[config.mk]
export PLATFORM = sky130hd
export DESIGN_NAME = scr_chip_regs
export DESIGN_NICKNAME = d
export VERILOG_FILES = /design/src/scr_pkg.sv /design/src/scr_sync.sv /design/src/scr_chip_regs.sv
export SDC_FILE = /design/constraint.sdc
export NUM_CORES = 1
export LEC_CHECK = 0
export BUFFER_PORTS_ARGS = -buffer_cell sky130_fd_sc_hd__buf_2
export CORE_MARGIN = 3
export CORE_UTILIZATION = 63
export DETAILED_ROUTE_END_ITERATION = 7
export PLACE_DENSITY_LB_ADDON = 0.12
export SYNTH_ARGS = -nofsm -noshare
export SYNTH_HDL_FRONTEND = slang
export SYNTH_SLANG_ARGS = --single-unit
[constraint.sdc]
create_clock -name i_sys_clk -period 3 [get_ports i_sys_clk]
set_input_delay 0.15 -clock i_sys_clk [delete_from_list [all_inputs] [get_ports i_sys_clk]]
set_output_delay 0.15 -clock i_sys_clk [all_outputs]
set_load 0.03 [all_outputs]
[src/scr_pkg.sv]
// Package for the serial chip configuration register bank
`default_nettype none
package scr_pkg;

  // Clock and timing
  localparam int unsigned CLK_HZ             = 25_000_000;
  localparam int unsigned SOFT_RESET_WAIT_MS = 5;
  localparam int unsigned BOOT_CYCLES        = SOFT_RESET_WAIT_MS * (CLK_HZ / 1000);
  localparam logic [4:0]  DP_RESET_CYCLES    = 5'h10;

  // Register addresses (15-bit serial address space)
  localparam logic [14:0] ADDR_SERIAL_CFG_LOW = 15'h0000;
  localparam logic [14:0] ADDR_SERIAL_DP_RST  = 15'h0001;
  localparam logic [14:0] ADDR_CHAN_POWER     = 15'h0002;
  localparam logic [14:0] ADDR_PRODUCT_CLASS  = 15'h0003;

  // Field positions
  localparam int unsigned SOFT_RST_BIT  = 0;
  localparam int unsigned LSB_FIRST_BIT = 1;
  localparam int unsigned DP_RST_BIT    = 1;
  localparam int unsigned INST_RD_BIT   = 15;

  // Values after reset
  localparam logic        LSB_FIRST_RST = 1'b0;
  localparam logic [7:0]  RSVD_READ     = 8'h00;

  // Serial frame lengths
  localparam logic [3:0]  INST_LAST_BIT = 4'hF;
  localparam logic [3:0]  DATA_LAST_BIT = 4'h7;
  localparam logic [3:0]  DATA_BITS     = 4'h8;

  typedef enum logic [1:0] {
    SCR_PWR_NORMAL  = 2'b00,
    SCR_PWR_RSVD    = 2'b01,
    SCR_PWR_STANDBY = 2'b10,
    SCR_PWR_DOWN    = 2'b11
  } scr_pwr_e;

  localparam scr_pwr_e PWR_RST = SCR_PWR_NORMAL;

  typedef enum logic [2:0] {
    SCR_ST_IDLE  = 3'b000,
    SCR_ST_INST  = 3'b001,
    SCR_ST_WRITE = 3'b010,
    SCR_ST_READ  = 3'b011,
    SCR_ST_DONE  = 3'b100
  } scr_state_e;

  typedef struct packed {
    logic        wr;
    logic [14:0] addr;
    logic [7:0]  data;
  } scr_req_s;

endpackage
`default_nettype wire

[src/scr_sync.sv]
// Two-flop synchroniser for serial port pins
`timescale 1ns/10ps
`default_nettype none
module scr_sync #(
  parameter int unsigned    W       = 1,
  parameter logic [W-1:0]   RST_VAL = '0
) (
  input  wire logic         i_sys_clk,
  input  wire logic         i_resetn,
  input  wire logic         i_clk_en,
  input  wire logic [W-1:0] i_async,
  output var  logic [W-1:0] o_sync
);

  logic [W-1:0] meta_reg;

  genvar gi;
  generate
    for (gi = 0; gi < W; gi = gi + 1)
    begin : g_bit
      always_ff @(posedge i_sys_clk or negedge i_resetn)
      begin
        if (!i_resetn)
        begin
          meta_reg[gi] <= RST_VAL[gi];
          o_sync[gi]   <= RST_VAL[gi];
        end
        else if (i_clk_en)
        begin
          meta_reg[gi] <= i_async[gi];
          o_sync[gi]   <= meta_reg[gi];
        end
      end
    end
  endgenerate

endmodule
`default_nettype wire

[src/scr_chip_regs.sv]
// Serial control port slave with chip configuration registers
`timescale 1ns/10ps
`default_nettype none
// How it works
// - Shift-order bit set: instruction and data travel least significant bit first.
// - Shift-order bit clear, the reset value: most significant bit first.
// - Writing 1 to bit 0 at address 0 resets port and registers; self clears.
// - Writing 1 to bit 1 at address 1 resets only the datapath; self clears.
// - Power mode 00 is normal, 10 is standby with datapath clocks stopped.
// - In standby the serial output link keeps running.
// - Power mode 11 stops datapath clocks and holds datapath in reset.
// - Power mode 11 also disables the serial output link.
module scr_chip_regs #(
  parameter int unsigned BOOT_CYCLES = scr_pkg::BOOT_CYCLES,
  parameter logic [7:0]  CHIP_TYPE   = 8'h5A  // Arbitrary class code
) (
  input  wire logic i_sys_clk,
  input  wire logic i_resetn,
  input  wire logic i_clk_en,
  input  wire logic i_spi_sclk,
  input  wire logic i_spi_csb_n,
  input  wire logic i_spi_sdio,
  output var  logic o_spi_sdio,
  output var  logic o_spi_sdio_oe,
  output var  logic o_dp_clk_en,
  output var  logic o_dp_reset,
  output var  logic o_link_en,
  output var  logic o_boot_busy
);

  logic                 sclk_s;
  logic                 csb_n_s;
  logic                 sdi_s;
  logic                 sclk_prev_reg;
  logic                 sclk_rise;
  logic                 sclk_fall;
  scr_pkg::scr_state_e  state_reg;
  logic [3:0]           bit_cnt_reg;
  logic [15:0]          inst_reg;
  logic [15:0]          inst_next;
  logic [7:0]           rx_reg;
  logic [7:0]           rx_next;
  logic [7:0]           tx_reg;
  scr_pkg::scr_req_s    req_reg;
  logic                 lsb_first_reg;
  scr_pkg::scr_pwr_e    pwr_reg;
  logic [31:0]          boot_cnt_reg;
  logic [4:0]           dp_cnt_reg;
  logic                 boot_busy;
  logic                 dp_busy;

  // Pins come from another domain, so two flops before any use
  scr_sync #(
    .W       (3),
    .RST_VAL (3'b010)
  ) u_sync (
    .i_sys_clk (i_sys_clk),
    .i_resetn  (i_resetn),
    .i_clk_en  (i_clk_en),
    .i_async   ({i_spi_sclk, i_spi_csb_n, i_spi_sdio}),
    .o_sync    ({sclk_s, csb_n_s, sdi_s})
  );

  function automatic logic [7:0] read_mux(input logic [14:0] addr);
    logic [7:0] v;
    v = scr_pkg::RSVD_READ;
    if (addr == scr_pkg::ADDR_SERIAL_CFG_LOW)
    begin
      v[scr_pkg::LSB_FIRST_BIT] = lsb_first_reg;
      v[scr_pkg::SOFT_RST_BIT]  = boot_busy;
    end
    else if (addr == scr_pkg::ADDR_SERIAL_DP_RST)
      v[scr_pkg::DP_RST_BIT] = dp_busy;
    else if (addr == scr_pkg::ADDR_CHAN_POWER)
      v[1:0] = pwr_reg;
    else if (addr == scr_pkg::ADDR_PRODUCT_CLASS)
      v = CHIP_TYPE;
    return v;
  endfunction

  assign boot_busy = (boot_cnt_reg != 32'h0000_0000);
  assign dp_busy   = (dp_cnt_reg != 5'h00);
  assign sclk_rise = sclk_s & ~sclk_prev_reg;
  assign sclk_fall = ~sclk_s & sclk_prev_reg;

  // Bit order is chosen per bit, so a mode write applies from the next frame on
  always_comb
  begin
    if (lsb_first_reg)
    begin
      inst_next = {sdi_s, inst_reg[15:1]};
      rx_next   = {sdi_s, rx_reg[7:1]};
    end
    else
    begin
      inst_next = {inst_reg[14:0], sdi_s};
      rx_next   = {rx_reg[6:0], sdi_s};
    end
  end

  always_ff @(posedge i_sys_clk or negedge i_resetn)
  begin
    if (!i_resetn)
      sclk_prev_reg <= 1'b0;
    else if (i_clk_en)
      sclk_prev_reg <= sclk_s;
  end

  // Serial frame engine; single byte per frame, extra clocks ignored
  always_ff @(posedge i_sys_clk or negedge i_resetn)
  begin
    if (!i_resetn)
    begin
      state_reg   <= scr_pkg::SCR_ST_IDLE;
      bit_cnt_reg <= 4'h0;
      inst_reg    <= 16'h0000;
      rx_reg      <= 8'h00;
      tx_reg      <= 8'h00;
      req_reg     <= '0;
    end
    else if (i_clk_en)
    begin
      req_reg.wr <= 1'b0;
      if (boot_busy || csb_n_s)
      begin
        state_reg   <= scr_pkg::SCR_ST_IDLE;
        bit_cnt_reg <= 4'h0;
      end
      else
      begin
        case (state_reg)
          scr_pkg::SCR_ST_IDLE:
          begin
            state_reg   <= scr_pkg::SCR_ST_INST;
            bit_cnt_reg <= 4'h0;
          end
          scr_pkg::SCR_ST_INST:
          begin
            if (sclk_rise)
            begin
              inst_reg    <= inst_next;
              bit_cnt_reg <= bit_cnt_reg + 4'h1;
              if (bit_cnt_reg == scr_pkg::INST_LAST_BIT)
              begin
                if (inst_next[scr_pkg::INST_RD_BIT])
                begin
                  tx_reg    <= read_mux(inst_next[14:0]);
                  state_reg <= scr_pkg::SCR_ST_READ;
                end
                else
                  state_reg <= scr_pkg::SCR_ST_WRITE;
              end
            end
          end
          scr_pkg::SCR_ST_WRITE:
          begin
            if (sclk_rise)
            begin
              rx_reg      <= rx_next;
              bit_cnt_reg <= bit_cnt_reg + 4'h1;
              if (bit_cnt_reg == scr_pkg::DATA_LAST_BIT)
              begin
                req_reg.wr   <= 1'b1;
                req_reg.addr <= inst_reg[14:0];
                req_reg.data <= rx_next;
                state_reg    <= scr_pkg::SCR_ST_DONE;
              end
            end
          end
          scr_pkg::SCR_ST_READ:
          begin
            if (sclk_fall)
            begin
              bit_cnt_reg <= bit_cnt_reg + 4'h1;
              if (lsb_first_reg)
                tx_reg <= {1'b0, tx_reg[7:1]};
              else
                tx_reg <= {tx_reg[6:0], 1'b0};
              if (bit_cnt_reg == scr_pkg::DATA_BITS)
                state_reg <= scr_pkg::SCR_ST_DONE;
            end
          end
          default:
            state_reg <= scr_pkg::SCR_ST_DONE;
        endcase
      end
    end
  end

  // Read data leaves on the falling edge so the host samples it on the rise
  always_ff @(posedge i_sys_clk or negedge i_resetn)
  begin
    if (!i_resetn)
    begin
      o_spi_sdio    <= 1'b0;
      o_spi_sdio_oe <= 1'b0;
    end
    else if (i_clk_en)
    begin
      if (boot_busy || csb_n_s || state_reg != scr_pkg::SCR_ST_READ)
        o_spi_sdio_oe <= 1'b0;
      else if (sclk_fall)
      begin
        if (bit_cnt_reg < scr_pkg::DATA_BITS)
        begin
          o_spi_sdio    <= lsb_first_reg ? tx_reg[0] : tx_reg[7];
          o_spi_sdio_oe <= 1'b1;
        end
        else
          o_spi_sdio_oe <= 1'b0;
      end
    end
  end

  // Full soft reset; the whole boot wait keeps the port deaf to the host
  always_ff @(posedge i_sys_clk or negedge i_resetn)
  begin
    if (!i_resetn)
      boot_cnt_reg <= 32'h0000_0000;
    else if (i_clk_en)
    begin
      if (req_reg.wr && req_reg.addr == scr_pkg::ADDR_SERIAL_CFG_LOW
          && req_reg.data[scr_pkg::SOFT_RST_BIT])
        boot_cnt_reg <= BOOT_CYCLES;
      else if (boot_busy)
        boot_cnt_reg <= boot_cnt_reg - 32'h0000_0001;
    end
  end

  // Datapath-only reset pulse; a new request restarts the count
  always_ff @(posedge i_sys_clk or negedge i_resetn)
  begin
    if (!i_resetn)
      dp_cnt_reg <= 5'h00;
    else if (i_clk_en)
    begin
      if (boot_busy)
        dp_cnt_reg <= 5'h00;
      else if (req_reg.wr && req_reg.addr == scr_pkg::ADDR_SERIAL_DP_RST
               && req_reg.data[scr_pkg::DP_RST_BIT])
        dp_cnt_reg <= scr_pkg::DP_RESET_CYCLES;
      else if (dp_busy)
        dp_cnt_reg <= dp_cnt_reg - 5'h01;
    end
  end

  // Writable fields; only the documented bits are stored
  always_ff @(posedge i_sys_clk or negedge i_resetn)
  begin
    if (!i_resetn)
    begin
      lsb_first_reg <= scr_pkg::LSB_FIRST_RST;
      pwr_reg       <= scr_pkg::PWR_RST;
    end
    else if (i_clk_en)
    begin
      if (boot_busy)
      begin
        lsb_first_reg <= scr_pkg::LSB_FIRST_RST;
        pwr_reg       <= scr_pkg::PWR_RST;
      end
      else if (req_reg.wr && req_reg.addr == scr_pkg::ADDR_SERIAL_CFG_LOW)
        lsb_first_reg <= req_reg.data[scr_pkg::LSB_FIRST_BIT];
      else if (req_reg.wr && req_reg.addr == scr_pkg::ADDR_CHAN_POWER)
        pwr_reg <= scr_pkg::scr_pwr_e'(req_reg.data[1:0]);
    end
  end

  // Undefined code 01 behaves as normal mode
  always_ff @(posedge i_sys_clk or negedge i_resetn)
  begin
    if (!i_resetn)
    begin
      o_dp_clk_en <= 1'b1;
      o_dp_reset  <= 1'b0;
      o_link_en   <= 1'b1;
      o_boot_busy <= 1'b0;
    end
    else if (i_clk_en)
    begin
      o_dp_clk_en <= !(pwr_reg == scr_pkg::SCR_PWR_STANDBY
                       || pwr_reg == scr_pkg::SCR_PWR_DOWN);
      o_dp_reset  <= (pwr_reg == scr_pkg::SCR_PWR_DOWN) || dp_busy || boot_busy;
      o_link_en   <= (pwr_reg != scr_pkg::SCR_PWR_DOWN);
      o_boot_busy <= boot_busy;
    end
  end

endmodule
`default_nettype wire

==> run_results.csv, run 1 <==
group,metric,value,unit
yosys,syn-cell-area,5840,µm²
die,fp.coreArea,8850,µm²
yosys,ys_dominant_reg_cell,"dfrtp_1",
setup_path,cp_data_arrival_time,2.98,ns
setup_path,crit_slowest_cell,"or4_1",
global_routing,grt_use_total,25.4,%
job,maxCapViolCount,0,
global_routing,grt_max_degree,69,
route,drcViolationCount,0,
yosys,ys_seq_elements,110,
die,fp.dieH,102,µm
yosys,seq_area_frac_synth,47.2,%
sta,hold_violations,0,
final_layout,area_delta_synth_final,8.48,%
clock_network,clock_path_buffers,2,
sta,fin_setup_tns,0,ns
final_layout,final_cell_area,6340,µm²
global_routing,grt_use_met1,36.1,%
global_routing,antenna_found_initial,0,
sta,setup_viol,0,
route,vias,4384,
place,dp_hpwl,8500,µm
status,outcome,"complete, no violations",
route,drt-total-wl,12300,µm
sta,clock_skew,0.0121,ns
route,drt-wirelength-per-cell,18.5,µm
setup_path,path_cells,"nor4_2, nand4_1, or4_1, a2111oi_0, a31o_2",
yosys,syn_nets,543,
global_routing,met2_usage,41.0,%
yosys,ys_warn_count,0,
clock_network,clk_root_buffer_cell,"clkbuf_8",
place,port_buffers,11,
yosys,synth.distinct_cells,62,
clock_network,htreeDepth,3,
place,dp_cells,642,
route,firstDrtPassIters,5,
sta,tightestPinTransition,0.798,ns
setup_path,cp.required,3.31,ns
sta,max_freq,375,MHz
yosys,synth-edff-count,0,
yosys,async_flop_share,100,%
final_layout,fin_cells,663,
die,die_width,102,µm
final_layout,drive_gt1_share,23.6,%
setup_path,crit_fanout,11,
sta,finalHoldWorstSlack,0.295,ns
clock_network,cts.repair.resized,0,
setup_path,cp-end-kind,"register",
setup_path,rrSetupSlack,0.33,ns
yosys,yosys-top-cells-area,"dfrtp_1, mux2_2, a21oi_1",
setup_path,critPathKind,"register to register",
clock_network,cts_buffers,9,
final_layout,fin_nets,561,
final_layout,largest_register_ffs,32,
clock_network,cts_sinks,110,
sta,drv_slew,0,
yosys,avgSynthCellArea,11.0,µm²
power,leakagePower,2.96,nW
route,drtAntennaViolNets,0,
setup_path,worstSetupStartpointType,"register",
die,ios,12,
place,pre_cts_ws,0.368,ns
global_routing,grt_pass1_vias,4320,
route,drtIter0Drc,211,
setup_path,critical_path.max_stage_delay,0.59,ns
sta,rsz0062_at_grt,"no",
final_layout,utilization,71.6,%
hold_path,hold_class,"input port to async pin",
power,total_power,3.38,mW
global_routing,top_usage_layer,"met2",
yosys,netlist_instances,532,
route,vias_per_cell,6.61,
clock_network,cts_tree,"built",
die,num_rows,34,
sta,worst_slack,0.331,ns
global_routing,grt_overflow,0,
global_routing,grt_pass1_wl,21200,µm
power,ir_worst_vdd,0.323,mV
sta,min_period_over_period,89.0,%
die,start_util,66.0,%
clock_network,insertion_delay,0.37,ns
yosys,yosysTopAreaCell,"dfrtp_1",
place,gp_congestion,0.829,
final_layout,antenna_cells,0,
die,die-area,10500,µm²
sta,max_slew_margin,46.6,%
global_routing,grt.met3_usage,4.03,%
clock_network,clkTransAtPathRegs,0.11,ns
yosys,synth_top_area_share,45.4,%
sta,fin_crit,2.67,ns
place,dpl_cell_area,6070,µm²
power,power.density,534,nW/µm²
repair_timing:
item	in CTS	in global routing
hold endpoints to repair	43	0
buffers inserted	0	0
endpoints found under the setup margin	0	0
hold buffers	5	0
worst paths after layout:
kind	end	from	cells past startpoint
min reg2reg	o_spi_sdio_oe	o_spi_sdio_oe	1
max reg2reg	boot_cnt_reg[31]	boot_cnt_reg[6]	5
max	boot_cnt_reg[31]	boot_cnt_reg[6]	5
min in group i_sys_clk	o_spi_sdio_oe	o_spi_sdio_oe	1
min	boot_cnt_reg[19]	i_resetn	2
max in group asynchronous	o_link_en	i_resetn	3
cells by family after synthesis:
kind of cell | after synthesis | share of synthesized area, %
AOI/OAI and AO/OA | 117 | 13.1
muxes | 86 | 16.8
and+or+nand+nor | 171 | 18.4
DFF | 110 | 47.2
xor gates and xnor gates | 3 | 0.450
adders and majority gates | 5 | 1.07
buffers and inverters | 40 | 2.93
cell type report:
cell class | count | area (µm²)
fill | 652 | 2510
clock inverter | 7 | 93.8
inverter | 16 | 60.1
timing repair buffer | 31 | 245
sequential | 110 | 2760
clock buffer | 9 | 124
multi-input combinational | 382 | 2920
tap | 108 | 135
cell usage in the layout, fill, tap and decap left out, types with 7 or more instances in the layout:
cell type / count
dfrtp_1: 106
mux2_2: 61
a21oi_1: 34
nor2_1: 28
nand2_1: 28
o21ai_0: 24
or4_1: 19
inv_1: 16
o31ai_1: 16
mux2i_1: 14
buf_4: 14
or3_1: 13
buf_2: 10
nand3_1: 9
and4_1: 9
clkbuf_8: 9
nand4_1: 8
mux2_4: 8
nand2b_1: 7
nor4_1: 7
synthesized netlist by cell type, types with 4 or more instances:
master and instances:
dfstp_2 4, a21oi_1 34, or4_1 19, or3_1 13, nor2_1 28, mux2_2 61
nand2_1 28, o41ai_1 5, clkbuf_1 17, or2_2 4, nor4_1 7, mux2_4 8
a32o_1 4, dfrtp_1 106, ha_1 5, nand4_1 8, inv_1 16, and4_1 9
nor3_1 6, nand2b_1 7, nand3_1 9, mux2i_1 14, a211oi_1 4, o31ai_1 16
nor4b_1 4, a22o_1 4, nor2b_1 5, a31oi_1 6, o21ai_0 24
power breakdown:
part           switching, mW  internal (mW)  leakage (nW)
clock                  0.555          0.408         0.106
combinational          0.338          0.293          1.37
sequential             0.176           1.61          1.47
layer usage:
| layer | vias up | routed length (µm) |
|---|---|---|
| met5 | - | 0 |
| met4 | 0 | 141 |
| met3 | 14 | 504 |
| met2 | 110 | 6060 |
| met1 | 2196 | 5580 |
| li1 | 2064 | - |
critical path: cells and delay by family, from the launching register on:
family | cells | cell delay (ns)
AND/OR/NAND/NOR | 3 | 1.63
AO/OA/AOI/OAI | 2 | 0.52
flip-flops | 1 | 0.47
Power figures use the tool's default switching activity.
==> run 2: changes to the inputs <==
Settings changed: CORE_ASPECT_RATIO from default to 0.6.
Clock period 3 ns to 2.64 ns, I/O delays scaled along.
==> run 2 against run 1 <==
Net effect:
- non-clock buffer count grew 6
- largest power group unchanged
- sequential power is 15% higher
- critical path type unchanged
- clock skew fell by 0.0035 ns
==> run_results.csv, run 2 (synthesis results as in run 1) <==
group,metric,value,unit
die,ios,12,
place,dp_cells,656,
place,dp_hpwl,9550,µm
die,die-area,10500,µm²
power,leakagePower,3.04,nW
final_layout,nFillCells,595,
clock_network,cts_tree,"built",
route,drtAntennaViolNets,0,
setup_path,critPathKind,"register to register",
setup_path,crit_fanout,10,
global_routing,grt_pass1_wl,21500,µm
setup_path,critical_path.max_stage_delay,0.58,ns
route,drt-total-wl,13200,µm
sta,clock_skew,0.00856,ns
route,firstDrtPassIters,5,
sta,hold_violations,0,
final_layout,fin_nets,567,
global_routing,grt_overflow,0,
setup_path,crit_family,"simple AND/OR/NAND/NOR gates",
setup_path,cp_data_arrival_time,2.71,ns
final_layout,final_common_cell,"dfrtp_1",
setup_path,crit_slowest_cell,"or4_1",
route,vias_per_cell,6.61,
hold_path,whs_path_depth,2,
place,gp_congestion,0.879,
place,pre_cts_ws,0.183,ns
power,clkPwrFrac,34.3,%
clock_network,cts_sinks,110,
sta,max_slew_margin,39.9,%
setup_path,cp.required,2.91,ns
clock_network,clock_path_buffers,2,
route,drt-wirelength-per-cell,19.6,µm
global_routing,grt_max_degree,44,
setup_path,worstSetupStartpointType,"register",
place,dpl_cell_area,6160,µm²
final_layout,regArea,2760,µm²
sta,tightestPinTransition,0.897,ns
global_routing,antenna_found_initial,0,
die,fp.dieH,80.6,µm
power,power.density,652,nW/µm²
status,outcome,"complete, no violations",
clock_network,clk_root_buffer_cell,"clkbuf_16",
final_layout,multi_input_area,2930,µm²
global_routing,grt_pass1_vias,4166,
clock_network,insertion_delay,0.35,ns
setup_path,critical_path_buf_inv_count,1,
sta,setup_viol,0,
power,p_sw_share,28.6,%
die,die_width,130,µm
clock_network,cts_buffers,9,
setup_path,path_cells,"nor4_4, buf_4, and4_1, nand3_1, or4_1, a21oi_1",
final_layout,largest_register_ffs,32,
global_routing,grt_use_total,26.6,%
sta,worst_slack,0.199,ns
sta,max_freq,410,MHz
die,fp.coreArea,8750,µm²
clock_network,clkTransAtPathRegs,0.07,ns
setup_path,r2r_cells,6,
sta,drv_slew,0,
power,pwr-share-comb,17.4,%
final_layout,final_cell_area,6510,µm²
die,start_util,66.8,%
final_layout,antenna_cells,0,
clock_network,postCtsSetupBuffers,0,
power,power_switching,1.22,mW
setup_path,cp-end-kind,"register",
final_layout,layout_common_cells,"dfrtp_1, mux2_2, a21oi_1",
sta,min_period_over_period,92.5,%
power,ir_worst_vdd,0.402,mV
sta,fin_setup_tns,0,ns
die,num_rows,26,
job,maxCapViolCount,0,
final_layout,fin_cells,673,
power,p_int,3.03,mW
final_layout,area_delta_synth_final,11.4,%
route,vias,4451,
hold_path,hold_class,"input port to register",
sta,fin_crit,2.44,ns
sta,rsz0062_at_grt,"no",
clock_network,htreeDepth,3,
route,drcViolationCount,0,
route,drtIter0Drc,426,
final_layout,drive_gt1_share,25.0,%
power,seqPwrFrac,48.3,%
place,port_buffers,11,
setup_path,cp.depth,6,
## run 2: final timing paths
path | startpoint | end | slack (ns)
setup / recovery | boot_cnt_reg[4] | boot_cnt_reg[30] | 0.20
hold / removal | i_spi_sdio | u_sync.meta_reg[0] | 0.01
setup reg to reg | boot_cnt_reg[4] | boot_cnt_reg[30] | 0.20
hold reg to reg | o_spi_sdio_oe | o_spi_sdio_oe | 0.50
max in group asynchronous | i_resetn | o_link_en | 1.50
min in group asynchronous | i_resetn | boot_cnt_reg[15] | 0.29
## run 2: cell type report
type                    instances  area share, %
clock buffers                  11           3.73
clock inverters                 5           1.27
inverters                      16          0.923
multi-input cells             382           45.0
flip-flops and latches        110           42.4
well taps                     112           2.15
repair buffers                 37           4.50
## run 2: stage by stage
| stage | total power [mW] | hold slack (ns) | util, % |
|---|---|---|---|
| final | 4.25 | 0.0144 | 74.4 |
| after global routing | 4.46 | 0.00975 | 74.4 |
| after CTS | 4.25 | 0.0114 | 74.3 |
| after detailed placement | 2.80 | 0.147 | 70.4 |
| after global placement | 2.76 | 0.143 | 70.4 |
| after floorplan | 2.56 | -0.164 | - |
## run 2: repair_timing
item                       4_1_cts  5_1_grt
setup endpoints to repair        0        1
gates resized for setup          0        1
hold buffers                     1        0
hold endpoints to repair        35        0
## run 2: metal layers
layer / track usage [%] / wire length, µm
met2: 37.0 / 5510
met3: 5.45 / 1050
met1: 42.0 / 6470
met5: 0 / 0
met4: 6.47 / 133
## run 2: worst register-to-register path: stages (launching register included)
cell,delay (ns)
dfrtp_1,0.43
nor4_4,0.36
buf_4,0.20
and4_1,0.31
nand3_1,0.32
or4_1,0.58
a21oi_1,0.17
## run 2: power groups by stage
stage               Clock [mW]  Combinational (mW)  Sequential, mW
CTS                       1.48               0.736            2.04
global placement             0               0.700            2.06
floorplan                    0               0.581            1.98
global route              1.56               0.826            2.07
detailed placement           0               0.729            2.07
finish                    1.46               0.739            2.05
